[src/scpc_pkg.sv]
// constants for the serial configuration port controller
package scpc_pkg;
   localparam int unsigned CLK_HZ = 100_000_000;
   localparam int unsigned CLK_PERIOD_NS = 1_000_000_000 / CLK_HZ;
   // nonvolatile operation times in ms
   localparam int unsigned NV_OP_MIN_MS = 80;
   localparam int unsigned NV_OP_MAX_MS = 100;
   localparam int unsigned SETTLE_MS = 2;
   localparam int unsigned USER_CAL_TIME_MS = 100;
   localparam int unsigned POWERUP_CAL_TIME_MS = 250;
   localparam int unsigned CAL_PULSE_MIN_NS = 40;
   localparam int unsigned CYC_PER_MS = CLK_HZ / 1000;
   // least time rounds up
   localparam int unsigned CAL_PULSE_MIN_CYC = (CAL_PULSE_MIN_NS + CLK_PERIOD_NS - 1) / CLK_PERIOD_NS;
   localparam int unsigned CNT_W = 32;
   // jtag instruction register
   localparam int unsigned IR_W = 4;
   localparam logic [3:0] IR_RESET = 4'h1;
   localparam logic [3:0] IR_BYPASS = 4'hf;
   localparam logic [3:0] IR_IDCODE = 4'h1;
   localparam logic [3:0] IR_ERASE = 4'h2;
   localparam logic [3:0] IR_PROGRAM = 4'h3;
   localparam logic [3:0] IR_CFG_LOAD = 4'h4;
   localparam logic [3:0] IR_CAL = 4'h5;
   localparam logic [1:0] IR_CAPTURE = 2'h1;
   // arbitrary identification value
   localparam logic [31:0] ID_CODE = 32'h0000_0001;
   // framed control word
   localparam int unsigned WORD_W = 8;
   localparam int unsigned GAIN_MSB_BIT = 7;
   localparam int unsigned GAIN_LSB_BIT = 6;
   localparam int unsigned BANK_BIT = 5;
   localparam int unsigned CAL_BIT = 4;
   localparam logic [7:0] WORD_RESET = 8'h00;
   localparam logic [1:0] GAIN_CODE_MAX = 2'h3;
   localparam logic [3:0] GAIN_X1 = 4'h1;
   localparam logic [3:0] GAIN_X2 = 4'h2;
   localparam logic [3:0] GAIN_X5 = 4'h5;
   localparam logic [3:0] GAIN_X10 = 4'ha;
   typedef enum logic [3:0] {
      TS_RESET, TS_IDLE, TS_SEL_DR, TS_CAP_DR, TS_SH_DR, TS_EX1_DR, TS_PAU_DR, TS_EX2_DR, TS_UPD_DR,
      TS_SEL_IR, TS_CAP_IR, TS_SH_IR, TS_EX1_IR, TS_PAU_IR, TS_EX2_IR, TS_UPD_IR
   } scpc_tap_e;
   typedef enum logic [1:0] {NV_NONE, NV_ERASE, NV_PROG} scpc_nv_e;
endpackage : scpc_pkg

[src/scpc_ctrl.sv]
// serial configuration port controller: boundary-scan and chip-select framed modes
// What this block does
// - mode select high selects framed shift
// - test mode select ignored in framed mode
// - test clock clocks boundary-scan mode
// - data captured rising clock or select edge
// - output updates falling clock or select edge
// - chip select latches word into settings
// - calibration rising edge starts auto-calibration
// - user calibration finishes within 100 ms
// - power-up calibration runs, done within 250 ms
// - program runs in idle, 80 ms erase then 80 ms write
// - erase runs in idle, 80 to 100 ms
// - program cycle erases then rewrites, unclamped once bits settle
// - erase forces top gain, low corner
// - power-on clears framed shift register
// - eight-bit word: gain, bank, cal, don't-care
// - gain code maps to 1, 2, 5, 10
module scpc_ctrl
   import scpc_pkg::*;
#(
   parameter int unsigned NV_OP_CYC = NV_OP_MIN_MS * CYC_PER_MS,
   parameter int unsigned SETTLE_CYC = SETTLE_MS * CYC_PER_MS,
   parameter int unsigned USER_CAL_CYC = USER_CAL_TIME_MS * CYC_PER_MS,
   parameter int unsigned POWERUP_CAL_CYC = POWERUP_CAL_TIME_MS * CYC_PER_MS
) (
   input wire logic CLK_IN,
   input wire logic SRST_IN,
   input wire logic SERIAL_MODE_SELECT_IN,
   input wire logic TCK_IN,
   input wire logic TMS_IN,
   input wire logic TDI_IN,
   input wire logic CS_IN,
   input wire logic CAL_IN,
   output logic TDO_OUT,
   output logic TDO_OE_OUT,
   output logic GAIN_CODE_MSB_OUT,
   output logic GAIN_CODE_LSB_OUT,
   output logic [3:0] GAIN_FACTOR_OUT,
   output logic BANK_SELECT_OUT,
   output logic LOW_CORNER_OUT,
   output logic CAL_BUSY_OUT,
   output logic NV_BUSY_OUT,
   output logic NV_ERASING_OUT
);

   function automatic logic [3:0] gain_factor(input logic [1:0] code);
      case (code)
         2'h0: gain_factor = GAIN_X1;
         2'h1: gain_factor = GAIN_X2;
         2'h2: gain_factor = GAIN_X5;
         default: gain_factor = GAIN_X10;
      endcase
   endfunction : gain_factor

   // two-flop synchronisers for all pins
   localparam int unsigned NSYNC = 6;
   logic [NSYNC-1:0] pin_raw;
   logic [NSYNC-1:0] sync1_q;
   logic [NSYNC-1:0] sync2_q;
   logic [NSYNC-1:0] prev_q;
   assign pin_raw = {SERIAL_MODE_SELECT_IN, TCK_IN, TMS_IN, TDI_IN, CS_IN, CAL_IN};
   always_ff @(posedge CLK_IN) begin
      if (SRST_IN) begin
         sync1_q <= '0;
         sync2_q <= '0;
         prev_q <= '0;
      end else begin
         sync1_q <= pin_raw;
         sync2_q <= sync1_q;
         prev_q <= sync2_q;
      end
   end
   logic mode_s, tck_s, tms_s, tdi_s, cs_s, cal_s;
   assign {mode_s, tck_s, tms_s, tdi_s, cs_s, cal_s} = sync2_q;
   // edges held off until the edge flop holds a real pin sample
   localparam logic [1:0] ARM_FULL = 2'h3;
   logic [1:0] arm_q;
   logic armed;
   always_ff @(posedge CLK_IN) begin
      if (SRST_IN) begin
         arm_q <= '0;
      end else if (arm_q != ARM_FULL) begin
         arm_q <= arm_q + 1'b1;
      end
   end
   assign armed = arm_q == ARM_FULL;
   logic tck_rise, tck_fall, cs_rise, cal_rise;
   assign tck_rise = armed & tck_s & ~prev_q[4];
   assign tck_fall = armed & ~tck_s & prev_q[4];
   assign cs_rise = armed & cs_s & ~prev_q[1];
   assign cal_rise = armed & cal_s & ~prev_q[0];

   logic framed;
   assign framed = mode_s;
   logic jtag_rise, jtag_fall;
   assign jtag_rise = ~framed & tck_rise;
   assign jtag_fall = ~framed & tck_fall;
   logic spi_clk;
   // framed data clocked by test clock while select low
   assign spi_clk = framed & tck_rise & ~cs_s;

   // tap state machine; held in reset while mode select is high
   scpc_tap_e tap_q;
   scpc_tap_e tap_d;
   always_comb begin
      case (tap_q)
         TS_RESET: tap_d = tms_s ? TS_RESET : TS_IDLE;
         TS_IDLE: tap_d = tms_s ? TS_SEL_DR : TS_IDLE;
         TS_SEL_DR: tap_d = tms_s ? TS_SEL_IR : TS_CAP_DR;
         TS_CAP_DR: tap_d = tms_s ? TS_EX1_DR : TS_SH_DR;
         TS_SH_DR: tap_d = tms_s ? TS_EX1_DR : TS_SH_DR;
         TS_EX1_DR: tap_d = tms_s ? TS_UPD_DR : TS_PAU_DR;
         TS_PAU_DR: tap_d = tms_s ? TS_EX2_DR : TS_PAU_DR;
         TS_EX2_DR: tap_d = tms_s ? TS_UPD_DR : TS_SH_DR;
         TS_UPD_DR: tap_d = tms_s ? TS_SEL_DR : TS_IDLE;
         TS_SEL_IR: tap_d = tms_s ? TS_RESET : TS_CAP_IR;
         TS_CAP_IR: tap_d = tms_s ? TS_EX1_IR : TS_SH_IR;
         TS_SH_IR: tap_d = tms_s ? TS_EX1_IR : TS_SH_IR;
         TS_EX1_IR: tap_d = tms_s ? TS_UPD_IR : TS_PAU_IR;
         TS_PAU_IR: tap_d = tms_s ? TS_EX2_IR : TS_PAU_IR;
         TS_EX2_IR: tap_d = tms_s ? TS_UPD_IR : TS_SH_IR;
         TS_UPD_IR: tap_d = tms_s ? TS_SEL_DR : TS_IDLE;
         default: tap_d = TS_RESET;
      endcase
   end
   always_ff @(posedge CLK_IN) begin
      if (SRST_IN || framed) begin
         tap_q <= TS_RESET;
      end else if (jtag_rise) begin
         tap_q <= tap_d;
      end
   end

   // instruction register
   logic [IR_W-1:0] ir_sh_q;
   logic [IR_W-1:0] ir_q;
   always_ff @(posedge CLK_IN) begin
      if (SRST_IN || tap_q == TS_RESET) begin
         ir_sh_q <= '0;
         ir_q <= IR_RESET;
      end else if (jtag_rise) begin
         if (tap_q == TS_CAP_IR) begin
            ir_sh_q <= {{(IR_W-2){1'b0}}, IR_CAPTURE};
         end else if (tap_q == TS_SH_IR) begin
            ir_sh_q <= {tdi_s, ir_sh_q[IR_W-1:1]};
         end else if (tap_q == TS_UPD_IR) begin
            ir_q <= ir_sh_q;
         end
      end
   end

   // data registers: id, bypass, config word
   logic [31:0] dr_q;
   logic [WORD_W-1:0] cfg_q;
   logic [WORD_W-1:0] spi_sh_q;
   logic cfg_load;
   always_ff @(posedge CLK_IN) begin
      if (SRST_IN) begin
         dr_q <= '0;
      end else if (jtag_rise) begin
         if (tap_q == TS_CAP_DR) begin
            dr_q <= (ir_q == IR_IDCODE) ? ID_CODE : {24'h0, cfg_q};
         end else if (tap_q == TS_SH_DR) begin
            if (ir_q == IR_IDCODE) begin
               dr_q <= {tdi_s, dr_q[31:1]};
            end else if (ir_q == IR_CFG_LOAD) begin
               dr_q <= {24'h0, tdi_s, dr_q[WORD_W-1:1]};
            end else begin
               dr_q <= {31'h0, tdi_s};
            end
         end
      end
   end
   assign cfg_load = jtag_rise && tap_q == TS_UPD_DR && ir_q == IR_CFG_LOAD;

   always_ff @(posedge CLK_IN) begin
      if (SRST_IN) begin
         spi_sh_q <= WORD_RESET;
      // framed data shifted in, last bit lands on top
      end else if (spi_clk) begin
         spi_sh_q <= {tdi_s, spi_sh_q[WORD_W-1:1]};
      end
   end

   always_ff @(posedge CLK_IN) begin
      if (SRST_IN) begin
         cfg_q <= WORD_RESET;
      end else if (framed && cs_rise) begin
         cfg_q <= spi_sh_q;
      end else if (cfg_load) begin
         cfg_q <= dr_q[WORD_W-1:0];
      end
   end

   logic tdo_bit;
   always_comb begin
      case (tap_q)
         TS_SH_IR: tdo_bit = ir_sh_q[0];
         TS_SH_DR: tdo_bit = dr_q[0];
         default: tdo_bit = 1'b0;
      endcase
   end
   always_ff @(posedge CLK_IN) begin
      if (SRST_IN) begin
         TDO_OUT <= 1'b0;
         TDO_OE_OUT <= 1'b0;
      end else if (framed) begin
         TDO_OE_OUT <= 1'b1;
         if (cs_rise) begin
            TDO_OUT <= spi_sh_q[WORD_W-1];
         end
      end else if (jtag_fall) begin
         TDO_OUT <= tdo_bit;
         TDO_OE_OUT <= (tap_q == TS_SH_IR) || (tap_q == TS_SH_DR);
      end
   end

   // nonvolatile operation timer, runs only in idle or update-ir
   scpc_nv_e nv_q;
   logic [CNT_W-1:0] nv_cnt_q;
   logic nv_start;
   assign nv_start = jtag_rise && tap_q == TS_UPD_IR && (ir_sh_q == IR_ERASE || ir_sh_q == IR_PROGRAM);
   always_ff @(posedge CLK_IN) begin
      if (SRST_IN) begin
         nv_q <= NV_NONE;
         nv_cnt_q <= '0;
      end else if (nv_start) begin
         nv_q <= NV_ERASE;
         nv_cnt_q <= '0;
      end else if (nv_q != NV_NONE) begin
         if (tap_q != TS_IDLE && tap_q != TS_UPD_IR) begin
            nv_q <= NV_NONE;
         end else if (nv_cnt_q == CNT_W'(NV_OP_CYC - 1)) begin
            nv_cnt_q <= '0;
            nv_q <= (nv_q == NV_ERASE && ir_q == IR_PROGRAM) ? NV_PROG : NV_NONE;
         end else begin
            nv_cnt_q <= nv_cnt_q + 1'b1;
         end
      end
   end
   // erase settings held until bits settle in write
   logic erase_look;
   assign erase_look = (nv_q == NV_ERASE) || (nv_q == NV_PROG && nv_cnt_q < CNT_W'(SETTLE_CYC));
   // write spans full time regardless of settle
   assign NV_BUSY_OUT = nv_q != NV_NONE;
   assign NV_ERASING_OUT = nv_q == NV_ERASE;

   // calibration timer; power-up run after reset
   logic cal_busy_q;
   logic [CNT_W-1:0] cal_cnt_q;
   logic [CNT_W-1:0] cal_len_q;
   logic cal_cmd;
   assign cal_cmd = (framed && cs_rise && spi_sh_q[CAL_BIT]) || (jtag_rise && tap_q == TS_UPD_IR && ir_sh_q == IR_CAL);
   always_ff @(posedge CLK_IN) begin
      if (SRST_IN) begin
         cal_busy_q <= 1'b1;
         cal_cnt_q <= '0;
         cal_len_q <= CNT_W'(POWERUP_CAL_CYC);
      // sync stages need a pulse of a few cycles
      end else if (cal_rise || cal_cmd) begin
         cal_busy_q <= 1'b1;
         cal_cnt_q <= '0;
         cal_len_q <= CNT_W'(USER_CAL_CYC);
      end else if (cal_busy_q) begin
         if (cal_cnt_q >= cal_len_q - 1'b1) begin
            cal_busy_q <= 1'b0;
         end else begin
            cal_cnt_q <= cal_cnt_q + 1'b1;
         end
      end
   end
   assign CAL_BUSY_OUT = cal_busy_q;

   // gain decode, forced high during erase
   logic [1:0] gcode;
   assign gcode = erase_look ? GAIN_CODE_MAX : {cfg_q[GAIN_MSB_BIT], cfg_q[GAIN_LSB_BIT]};
   always_ff @(posedge CLK_IN) begin
      if (SRST_IN) begin
         GAIN_CODE_MSB_OUT <= 1'b0;
         GAIN_CODE_LSB_OUT <= 1'b0;
         GAIN_FACTOR_OUT <= GAIN_X1;
         BANK_SELECT_OUT <= 1'b0;
         LOW_CORNER_OUT <= 1'b0;
      end else begin
         GAIN_CODE_MSB_OUT <= gcode[1];
         GAIN_CODE_LSB_OUT <= gcode[0];
         GAIN_FACTOR_OUT <= gain_factor(gcode);
         BANK_SELECT_OUT <= cfg_q[BANK_BIT];
         LOW_CORNER_OUT <= erase_look;
      end
   end

endmodule : scpc_ctrl

[config.mk]
export PLATFORM = sky130hd
export DESIGN_NAME = scpc_ctrl
export DESIGN_NICKNAME = d
export VERILOG_FILES = /design/src/scpc_pkg.sv /design/src/scpc_ctrl.sv
export SDC_FILE = /design/constraint.sdc
export NUM_CORES = 1
export LEC_CHECK = 0
export ABC_AREA = 1
export BUFFER_PORTS_ARGS = -buffer_cell sky130_fd_sc_hd__buf_2
export CAP_MARGIN = 20
export CORE_ASPECT_RATIO = 2
export CORE_MARGIN = 2
export CORE_UTILIZATION = 40
export DETAILED_ROUTE_END_ITERATION = 6
export GPL_ROUTABILITY_DRIVEN = 0
export MAX_ROUTING_LAYER = met4
export PLACE_DENSITY_LB_ADDON = 0.12
export SYNTH_ARGS = -nofsm -noshare
export SYNTH_HDL_FRONTEND = slang
export SYNTH_SLANG_ARGS = --single-unit
[constraint.sdc]
create_clock -name CLK_IN -period 2.65 [get_ports CLK_IN]
set_input_delay 0.6625 -clock CLK_IN [delete_from_list [all_inputs] [get_ports CLK_IN]]
set_output_delay 0.6625 -clock CLK_IN [all_outputs]
set_load 0.03 [all_outputs]
After elaboration in Yosys (flattened, before gate mapping)
Cells that the tools add are included. Widths: inputs -> output; s select.

Register bits after elaboration: 170. Input port bits: 8. Output and inout port bits: 13. Word-level logic and storage cells: 160.

$add $sub $neg: 4. Magnitude comparators: 2. Eq/ne operators: 31. Muxes and demuxes: 38. Bitwise gates (word level): 22. Reductions and logical operators: 40.

Operators with widths (count): $mux 32 (4); $add 32x1->32 const B (2); $pmux 4 s12 (1); $eq 32x23->1 const B (1); $eq 4x4->1 const B (8); $ge 32x32->1 (1); $lt 32x18->1 const B (1); $mux 8 (4); $sub 25x1->26 const B (1); $eq 4x3->1 const B (6); $mux 4 (6); $eq 4x2->1 const B (5); $mux 2 (7); $reduce_and 2->1 (7); $reduce_bool 2->1 (7); $and 1x1->1 (12); $mux 1 (12); $pmux 4 s3 (1); $logic_and 1x1->1 (10); $not 1->1 (10); $eq 4x1->1 const B (2); $reduce_or 2->1 (4); $logic_or 1x1->1 (7); $eq 2x2->1 const B (3); 13 further kinds (15).

Logic depth before layout (Yosys ltp)
Gate-level depths: netlist of run 1.

Depth in word-level cells: 9. Depth in mapped cells: 16. Depth with buffers taken out: 15.

Worst setup path after synthesis of run 1
No wires, ideal clock.

Kind: register to register. Start point: reg cal_len_q[22]. End point: reg cal_cnt_q[11]. Library setup time: 0.116 ns. Arrival: 2.038 ns. Data required time: 2.534 ns. Setup slack: 0.497 ns. Stages on the path, launching flop included: 13. Path buffers: 1. Clock period less this slack: 2.153 ns. Path through: dfxtp_1 -> inv_1 -> ha_1 -> ha_1 -> a21oi_1 -> nand2_1 -> nand2_1 -> nand3_1 -> nand2_1 -> buf_2 -> nand3_1 -> o21ai_0 -> nor2_1.

Cells in the longest elaborated chain, start to end: 4.

RTL lines: from (decl) (line scpc_ctrl.sv:252) `logic [CNT_W-1:0] cal_len_q;`; from (signal assigned) (line scpc_ctrl.sv:259) `cal_len_q <= CNT_W'(POWERUP_CAL_CYC);`; from (signal assigned) (line scpc_ctrl.sv:264) `cal_len_q <= CNT_W'(USER_CAL_CYC);`; $sub 25x1->26 (line scpc_ctrl.sv:266) `if (cal_cnt_q >= cal_len_q - 1'b1) begin`; $ge 32x32->1 (line scpc_ctrl.sv:266); $not 1->1 (no line); $reduce_and 2->1 (no line); to (signal assigned) (line scpc_ctrl.sv:269) `cal_cnt_q <= cal_cnt_q + 1'b1;`; to (decl) (line scpc_ctrl.sv:251) `logic [CNT_W-1:0] cal_cnt_q;`.

Every way passes these cells. A chain may end at the register's enable or synchronous reset.

Worst setup path after layout of run 1
Start point: reg cal_len_q[22]. End point: reg cal_cnt_q[15].

Same word-level chain as after synthesis.

==> results of run 1 <==
-- power by group --
group          total (uW)  internal (uW)  leakage, uW  switching (uW)
sequential           2370           2350      0.00125            16.4
clock                2420           1320     0.000276            1090
combinational         117           37.0      0.00215            79.9
-- worst reg2reg max path: stages, from the launching register on --
cell and delay (ns):
dfxtp_1 0.37, inv_1 0.12, ha_1 0.31, ha_1 0.29, a21oi_1 0.15, nand2_1 0.07, nand2_1 0.05, nand3_1 0.09
nand2_1 0.12, buf_4 0.20, nand3_1 0.10, o21ai_0 0.18, nor2_1 0.06
-- registers in the layout, summed over array words and instances, names as in the netlist, 2 cells and up --
register and cells:
ir_sh_q 4, cal_cnt_q 32, sync1_q 6, arm_q 2, tap_q 4, ir_q 4
cfg_q 8, prev_q 3, cal_len_q 2, nv_q 2, GAIN_FACTOR_OUT 4, spi_sh_q 8
sync2_q 6, nv_cnt_q 32, dr_q 32
-- stage by stage --
| stage | power (uW) | setup slack (ns) | cells | instance area, um2 |
|---|---|---|---|---|
| 2_1_floorplan | 2510 | 0.497 | 1204 | 8150 |
| 3_3_place_gp | 2540 | 0.443 | 1465 | 8490 |
| 3_5_place_dp | 2540 | 0.406 | 1465 | 8490 |
| 4_1_cts | 4980 | 0.390 | 1497 | 9070 |
| 5_1_grt | 5070 | 0.158 | 1497 | 9070 |
| 6_report | 4900 | 0.427 | 1497 | 9070 |
-- routing by layer --
metal / routed length (um) / share of wire / GRT usage / vias up
met5: 0 / 0 / - / -
met4: 969 / 0.046 / 0.116 / 0
met3: 605 / 0.029 / 0.0426 / 57
met2: 11300 / 0.53 / 0.390 / 140
met1: 8250 / 0.39 / 0.208 / 3481
li1: - / - / - / 3968
-- logic make-up after synthesis --
group                      synth area share
and+or+nand+nor                       0.348
AOI/OAI and AO/OA                     0.124
xor gates and xnor gates            0.00859
buffers and inverters                 0.101
adders and majority gates            0.0368
DFF                                   0.381
-- cells in the final DEF (no fill, tap or decap), types with 5 or more instances in the layout --
cell type	Yosys	routed
or2_2	5	5
nand3_1	127	127
buf_2	15	20
dfxtp_1	155	155
nor2_1	166	166
xor2_1	6	6
nand2_2	5	5
inv_1	147	147
buf_4	6	16
nand4_1	23	23
inv_6	0	7
nand2_4	6	6
clkbuf_16	0	17
a21oi_1	80	80
nor3_1	26	26
nand2_1	245	245
a211oi_1	5	5
inv_2	11	11
o21ai_0	74	74
a31oi_1	17	17
nor4_1	5	5
ha_1	24	24
-- cells in the mapped netlist, drive strengths merged --
library cell	instances	area [um2]
a21oi	82	418
a31oi	17	106
xor2	6	52.6
o211ai	3	22.5
a211oi	5	37.5
buf	29	195
nor3	31	186
nor2	174	721
nand3b	3	22.5
clkbuf	9	35.0
a21o	2	15.0
or2	5	31.3
a21boi	1	7.51
and3	1	6.26
ha	24	300
and2	2	12.5
nand3	130	666
o22ai	1	6.26
nor4	5	31.3
inv	158	593
nand2	256	1020
o21a	1	7.51
a22oi	1	7.51
clkinv	1	3.75
o21ai	77	385
dfxtp	155	3100
xnor2	2	17.5
nand4	23	144
-- worst min path at each step --
stage	start	to	slack [ns]	cells past startpoint
2_1_floorplan	sync1_q[0]	sync2_q[0]	0.39	2
3_5_place_dp	sync1_q[0]	sync2_q[0]	0.40	2
6_report	sync1_q[5]	sync2_q[5]	0.40	2
4_1_cts	sync1_q[5]	sync2_q[5]	0.40	2
5_1_grt	sync1_q[0]	sync2_q[0]	0.42	2
3_3_place_gp	sync1_q[5]	sync2_q[5]	0.39	2
-- layout make-up --
class / instances / area [um2] / share of cell area
Tap cell: 262 / 328 / 0.0362
Inverter: 159 / 597 / 0.0658
Clock buffer: 17 / 425 / 0.0469
Clock inverter: 15 / 150 / 0.0166
Multi-Input combinational cell: 852 / 4220 / 0.466
Sequential cell: 155 / 3100 / 0.342
Timing Repair Buffer: 37 / 240 / 0.0265
==> results.cfg, run 1 <==
[floorplanning]
die_area_um2 = 21600
initial_core_util = 0.409
fp-row-count = 73
coreArea_um2 = 19900
die_x_um = 105
die_h_um = 206
pin_count = 21

[final_layout]
final_util = 0.455
layout-drive-gt1-share = 0.0923
syn_to_final_growth_pct = 11.2
antenna_cells = 0
fill_cells = 2190
final_net_count = 1254

[cts]
clock_sinks = 155
cts_max_level = 4
cts_tree = yes
ctsResizeCount = 0
cts_buffer_depth = 2
cts_root_buf = clkbuf_16
clk_latency_ns = 0.44
clk_pin_slew_ns = 0.07
cts_buffers = 17
cts_setup_buffers = 0
cts_hold_buf = 0

[global_routing]
grt_pass1_wl_mm = 35.5
first_global_vias = 7363
grtUsageTotal = 0.213
grt_max_degree = 49
overflow = 0
antenna_found_initial = 0

[yosys]
synthCells = 1204
synth_cell_types = 43
yosys_warnings = 0
syn_nets = 1236
ys_seq_area_frac = 0.381
synth.avg_cell_area_um2 = 6.77
synth-seq-cells = 155
synth.cell_area_um2 = 8150

[power]
p_leak_uw = 0.00368
p_per_area_nw_per_um2 = 541
peakVddDrop_v = 0.000446

[timing]
finalClockSkew_ns = 0.00863
fin_crit_ns = 2.22
worst_pin_slew_ns = 0.550
min_period_over_period = 0.839
fmax_mhz = 450
rsz0062_at_grt = no
maxSlewViolCount = 0
maxSlewHeadroom = 0.631
hold_slack_ns = 0.395
hold_violations = 0
setup_viol = 0
fin_tns_setup_ns = 0

[worst_setup_path]
cp_num_cells = 12
cp_slowest_cell = dfxtp_1
crit_path_start = cal_len_q[22]
path_class = reg -> reg
crit_top_cell = nand2_1
crit_end = cal_cnt_q[15]
slowest_delay_ns = 0.37
timing.rr.end = cal_cnt_q[15]
worst-path-buf-inv = 2
reg2reg_from = cal_len_q[22]
crit_fanout = 12
critPathTopFamily = adder cells
r2r_slack_ns = 0.43
arrival_ns = 2.55
crit_path_end_kind = register
start_kind = register
r2r_cells = 12
cp.required_ns = 2.98
cp_cell_sequence = inv_1 > ha_1 > ha_1 > a21oi_1 > nand2_1 > nand2_1 > nand3_1 > nand2_1 > buf_4 > nand3_1 > o21ai_0 > nor2_1

[drt]
vias = 7646
drtPass1Iterations = 7
dr.first_iter.drc_count = 296
viasPerCell = 5.11
drt_wl_total_mm = 21.1
ant_nets = 0
drc_errors = 0
routedWlPerCell_um = 14.1

[placed_design]
numPortBuffers = 20
place_hpwl_mm = 15.8

[status]
outcome = completed

[flow_run]
drv_cap = 0

[min_path]
hp-class = reg -> reg
Power figures use the tool's default switching activity.
==> inputs of run 2 (changes only) <==
==> constraint.sdc (replaced) <==
create_clock -name CLK_IN -period 2.15 [get_ports CLK_IN]
set_input_delay 0.5375 -clock CLK_IN [delete_from_list [all_inputs] [get_ports CLK_IN]]
set_output_delay 0.5375 -clock CLK_IN [all_outputs]
set_load 0.03 [all_outputs]
==> run 2 against run 1 <==
  * Critical path depth is 1 higher
  * First-iteration DRC count is 4.4% lower
  * Core utilization is 2.6 points higher
  * Non-clock buffer count is 24 higher
  * Clock power is 32% higher
  * Sequential share of layout area is 1.8 points lower
  * Highest routed layer unchanged
  * Largest cell class unchanged
==> results.cfg, run 2 (synthesis results as in run 1) <==
[worst_setup_path]
cp.required_ns = 2.49
reg2reg_from = cal_len_q[22]
arrival_ns = 2.39
path_class = reg -> reg
crit_path_start = cal_len_q[22]
crit_fanout = 5
r2r_slack_ns = 0.09
crit_path_end_kind = register
start_kind = register

[cts]
cts_tree = yes
clk_pin_slew_ns = 0.07
clock_sinks = 155
cts_buffers = 17
cts_max_level = 4
cts_buffer_depth = 2
clk_latency_ns = 0.44
cts_root_buf = clkbuf_16

[global_routing]
grt_pass1_wl_mm = 36.1
grt_max_degree = 54
antenna_found_initial = 0
grtUsageTotal = 0.217
overflow = 0
first_global_vias = 7613

[timing]
fmax_mhz = 486
setup_viol = 0
maxSlewHeadroom = 0.653
min_period_over_period = 0.956
fin_crit_ns = 2.06
hold_violations = 0
finalClockSkew_ns = 0.0102
final.setup.worst_slack_ns = 0.0941
maxSlewViolCount = 0
worst_pin_slew_ns = 0.516

[floorplanning]
die_h_um = 206
fp-row-count = 73
die_x_um = 105
die_area_um2 = 21600
initial_core_util = 0.409
pin_count = 21
coreArea_um2 = 19900

[final_layout]
final_cell_mix = nand2_1 (237), nor2_1 (163), dfxtp_1 (153)
design_area_um2 = 9580
reg_top3 = cal_cnt_q (32), dr_q (32), nv_cnt_q (32)
layout-drive-gt1-share = 0.134
final_common_cell = nand2_1
antenna_cells = 0
final_util = 0.481
syn_to_final_growth_pct = 17.5
final_net_count = 1278
fill_cells = 2149

[placed_design]
numPortBuffers = 20
post-place-ws_ns = -0.0523
place_area_um2 = 8690
place_hpwl_mm = 16.1

[power]
internal_power_uw = 4890
peakVddDrop_v = 0.000590
pwr-share-seq = 0.464
switchingPower_uw = 1400
power_frac_comb = 0.026
power_uw = 6290
p_per_area_nw_per_um2 = 656
power_frac_clock = 0.510
p_leak_uw = 0.00390
switching_share = 0.222

[min_path]
hp-class = in -> reg
hold_start = TMS_IN

[drt]
drt_wl_total_mm = 21.9
routedWlPerCell_um = 14.4
vias = 7798
drc_errors = 0
dr.first_iter.drc_count = 283
drtPass1Iterations = 5
viasPerCell = 5.13
ant_nets = 0

[flow_run]
drv_cap = 0

[status]
outcome = completed
## run 2: cell count changes in the layout (fill, tap and decap cells not counted), sizes merged
| cell | delta |
|---|---|
| bufinv | +2 |
| inv | -6 |
| clkinvlp | -2 |
| clkbuf | +4 |
| clkinv | +3 |
| buf | +23 |
## run 2: path summary, 6_finish.rpt
path              endpoint  cells after the start
min reg2reg     sync2_q[3]                      2
max          cal_cnt_q[16]                     13
max reg2reg  cal_cnt_q[16]                     13
min             sync1_q[3]                      3
## run 2: final cells by class
class | count | area (um2) | area share
Clock buffer | 20 | 467 | 0.0487
Clock inverter | 12 | 160 | 0.0167
Inverter | 159 | 602 | 0.0628
Multi-Input combinational cell | 852 | 4410 | 0.460
Sequential cell | 155 | 3110 | 0.324
Tap cell | 262 | 328 | 0.0342
Timing Repair Buffer | 61 | 510 | 0.0533
## run 2: critical path, cell delays in order, from the launching register on
cell and delay [ns]:
dfxtp_2 0.34, buf_6 0.12, ha_2 0.17, ha_1 0.26, nand2_1 0.09, nor2_1 0.04
and2_1 0.15, nand2_2 0.08, nand3_4 0.10, a21oi_4 0.25, buf_6 0.17, nand3_2 0.06
nand2_2 0.09, nor2_1 0.04
## run 2: power groups by stage
stage	registers, uW	clock network, uW	logic (uW)
2_1_floorplan	2980	0	107
3_3_place_gp	2980	0	161
3_5_place_dp	2980	0	162
4_1_cts	2920	3300	162
5_1_grt	2920	3390	191
6_report	2920	3200	166
## run 2: layer usage
metal | up-vias | share of wire | GRT usage
met5 | - | 0 | -
met1 | 3569 | 0.38 | 0.202
li1 | 4021 | - | -
met3 | 68 | 0.029 | 0.0385
met2 | 140 | 0.54 | 0.411
met4 | 0 | 0.052 | 0.120
## run 2: what timing repair did
action	in CTS	in global routing
hold buffers	0	0
setup buffers	0	2
hold endpoints to repair	0	0
gates cloned	0	2
pin swaps	0	10
setup endpoints to repair	8	26
gates resized for setup	5	41
## run 2: stage by stage
stage	TNS (ns)	hold WS, ns	std cells
floorplan	0	0.388	1204
global placement	-0.0124	0.388	1485
detailed placement	-0.102	0.396	1485
CTS	0	0.281	1517
global route	-0.0253	0.294	1521
finish	0	0.302	1521
==> inputs of run 3 (changes only) <==
--- a/config.mk
+++ b/config.mk
@@ -10,7 +10,7 @@
 export CAP_MARGIN = 20
 export CORE_ASPECT_RATIO = 2
 export CORE_MARGIN = 2
-export CORE_UTILIZATION = 40
+export CORE_UTILIZATION = 35
 export DETAILED_ROUTE_END_ITERATION = 6
 export GPL_ROUTABILITY_DRIVEN = 0
 export MAX_ROUTING_LAYER = met4
==> run 3 against run 2 <==
  * Die area rose by 14%
  * Combinational power fell by 4%
  * Highest routed layer unchanged
  * Via count fell by 3.8%
  * Clock power fell by 9.7%
  * Sequential power barely moved
  * Final area fell by 2.5%
  * Worst setup slack improved by 0.0042 ns
  * Core utilization fell by 7.6 points
  * First-iteration DRC count rose by 82%
  * Critical path depth did not move
  * Total power fell by 5.1%
  * Sequential cell count did not move
==> results.cfg, run 3 (synthesis results as in run 1) <==
[timing]
fmax_mhz = 487
worst_pin_slew_ns = 0.494
fin_crit_ns = 2.05
min_period_over_period = 0.954
maxSlewHeadroom = 0.668
final.setup.worst_slack_ns = 0.0983
setup_viol = 0
maxSlewViolCount = 0
hold_violations = 0
fin_tns_setup_ns = 0
finalClockSkew_ns = 0.0106

[floorplanning]
coreArea_um2 = 23000
die_x_um = 112
die_area_um2 = 24600
die_h_um = 220
pin_count = 21
initial_core_util = 0.354
fp-row-count = 79

[worst_setup_path]
start_kind = register
cp.required_ns = 2.47
reg2reg_from = cal_len_q[22]
crit_fanout = 8
path_class = reg -> reg
slowest_delay_ns = 0.32
arrival_ns = 2.37
cp_cell_sequence = buf_4 > ha_2 > ha_1 > nand2_1 > nor2_1 > and2_1 > nand2_2 > nand3_4 > a21oi_4 > buf_6 > nand3_1 > nand2_1 > nor2_1
cp_slowest_cell = dfxtp_2
r2r_cells = 13
r2r_slack_ns = 0.1
timing.rr.end = cal_cnt_q[5]
crit_path_end_kind = register

[min_path]
min_to = sync1_q[3]
hold_start = TMS_IN
whs_path_depth = 3
hp-class = in -> reg

[cts]
cts_root_buf = clkbuf_16
cts_hold_buf = 0
cts_max_level = 4
clk_latency_ns = 0.44
clock_sinks = 155
cts_buffer_depth = 2
cts_buffers = 17
clk_pin_slew_ns = 0.07
cts_tree = yes

[power]
power_frac_comb = 0.027
power_frac_clock = 0.484
switchingPower_uw = 1390
switching_share = 0.232
p_leak_uw = 0.00379
power_uw = 5970
pwr-share-seq = 0.489
internal_power_uw = 4580
peakVddDrop_v = 0.000536
p_per_area_nw_per_um2 = 639

[final_layout]
instances_no_fill = 1532
final_cell_mix = nand2_1 (242), nor2_1 (164), dfxtp_1 (153)
multi_input_area_um2 = 4330
regArea_um2 = 3110
layout-drive-gt1-share = 0.117
syn_to_final_growth_pct = 14.5
reg_top3 = cal_cnt_q (32), dr_q (32), nv_cnt_q (32)
fill_cells = 2467
design_area_um2 = 9340
final_net_count = 1270
antenna_cells = 0
final_common_cell = nand2_1

[drt]
routedWlPerCell_um = 13.2
drtPass1Iterations = 5
ant_nets = 0
viasPerCell = 4.89
vias = 7498
drc_errors = 0
dr.first_iter.drc_count = 516
drt_wl_total_mm = 20.2

[global_routing]
antenna_found_initial = 0
grt_max_degree = 48
grt_pass1_wl_mm = 33.8
grtUsageTotal = 0.174
first_global_vias = 6890
overflow = 0

[status]
outcome = completed

[placed_design]
post-place-ws_ns = -0.0712
place_area_um2 = 8660
numPortBuffers = 20
dp_cells = 1502
place_hpwl_mm = 14.7

[flow_run]
drv_cap = 0
[run 3: cell types whose count changed in the layout (fill, tap and decap cells not counted), sizes merged]
cell	previous run	this run
clkinv	6	4
bufinv	3	1
clkbuf	21	19
buf	60	53
clkinvlp	1	4
[run 3: layout make-up]
type	instances	share of cell area
Clock inverter	11	0.0123
Timing Repair Buffer	53	0.0421
Tap cell	283	0.0379
Sequential cell	155	0.333
Inverter	159	0.0640
Multi-Input combinational cell	852	0.464
Clock buffer	19	0.0474
[run 3: worst max path at each step]
stage	depth (start not counted)	end	startpoint	slack [ns]
3_5_place_dp	11	cal_cnt_q[2]	cal_len_q[23]	-0.07
5_1_grt	15	cal_cnt_q[24]	cal_len_q[23]	-0.03
2_1_floorplan	12	cal_cnt_q[11]	cal_len_q[22]	0.06
3_3_place_gp	11	cal_cnt_q[2]	cal_len_q[23]	-0.01
4_1_cts	12	cal_cnt_q[11]	cal_len_q[23]	0.02
6_report	13	cal_cnt_q[5]	cal_len_q[22]	0.1
[run 3: per-layer routing]
layer  track usage  vias up  wire [um]
met2         0.252      148       8860
met4        0.0638        0        331
li1              -     3981          -
met3        0.0338       20        754
met5             -        -          0
met1         0.241     3349      10200
[run 3: power by group through the flow]
stage | Sequential, uW | Clock, uW | Combinational [uW]
after floorplan | 2980 | 0 | 107
after global placement | 2980 | 0 | 156
after detailed placement | 2980 | 0 | 159
after CTS | 2920 | 2990 | 160
after global routing | 2920 | 3110 | 181
final | 2920 | 2890 | 159
[run 3: worst max-delay path, delay by kind of cell, from the launching register on]
kind	cells	cell delay, ns
AOI/OAI and AO/OA	1	0.20
and+or+nand+nor	8	0.64
adders and majority gates	2	0.45
buffers and inverters	2	0.30
DFF	1	0.32
[run 3: through the flow]
stage	util	hold slack, ns
detailed placement	0.376	0.394
floorplan	-	0.388
global placement	0.376	0.392
global route	0.405	0.306
finish	0.405	0.310
CTS	0.401	0.289
[run 3: timing repair]
action,4_1_cts,5_1_grt
setup endpoints to repair,8,30
hold endpoints to repair,0,0
pin swaps,1,6
gates resized for setup,3,25
setup buffers,0,0
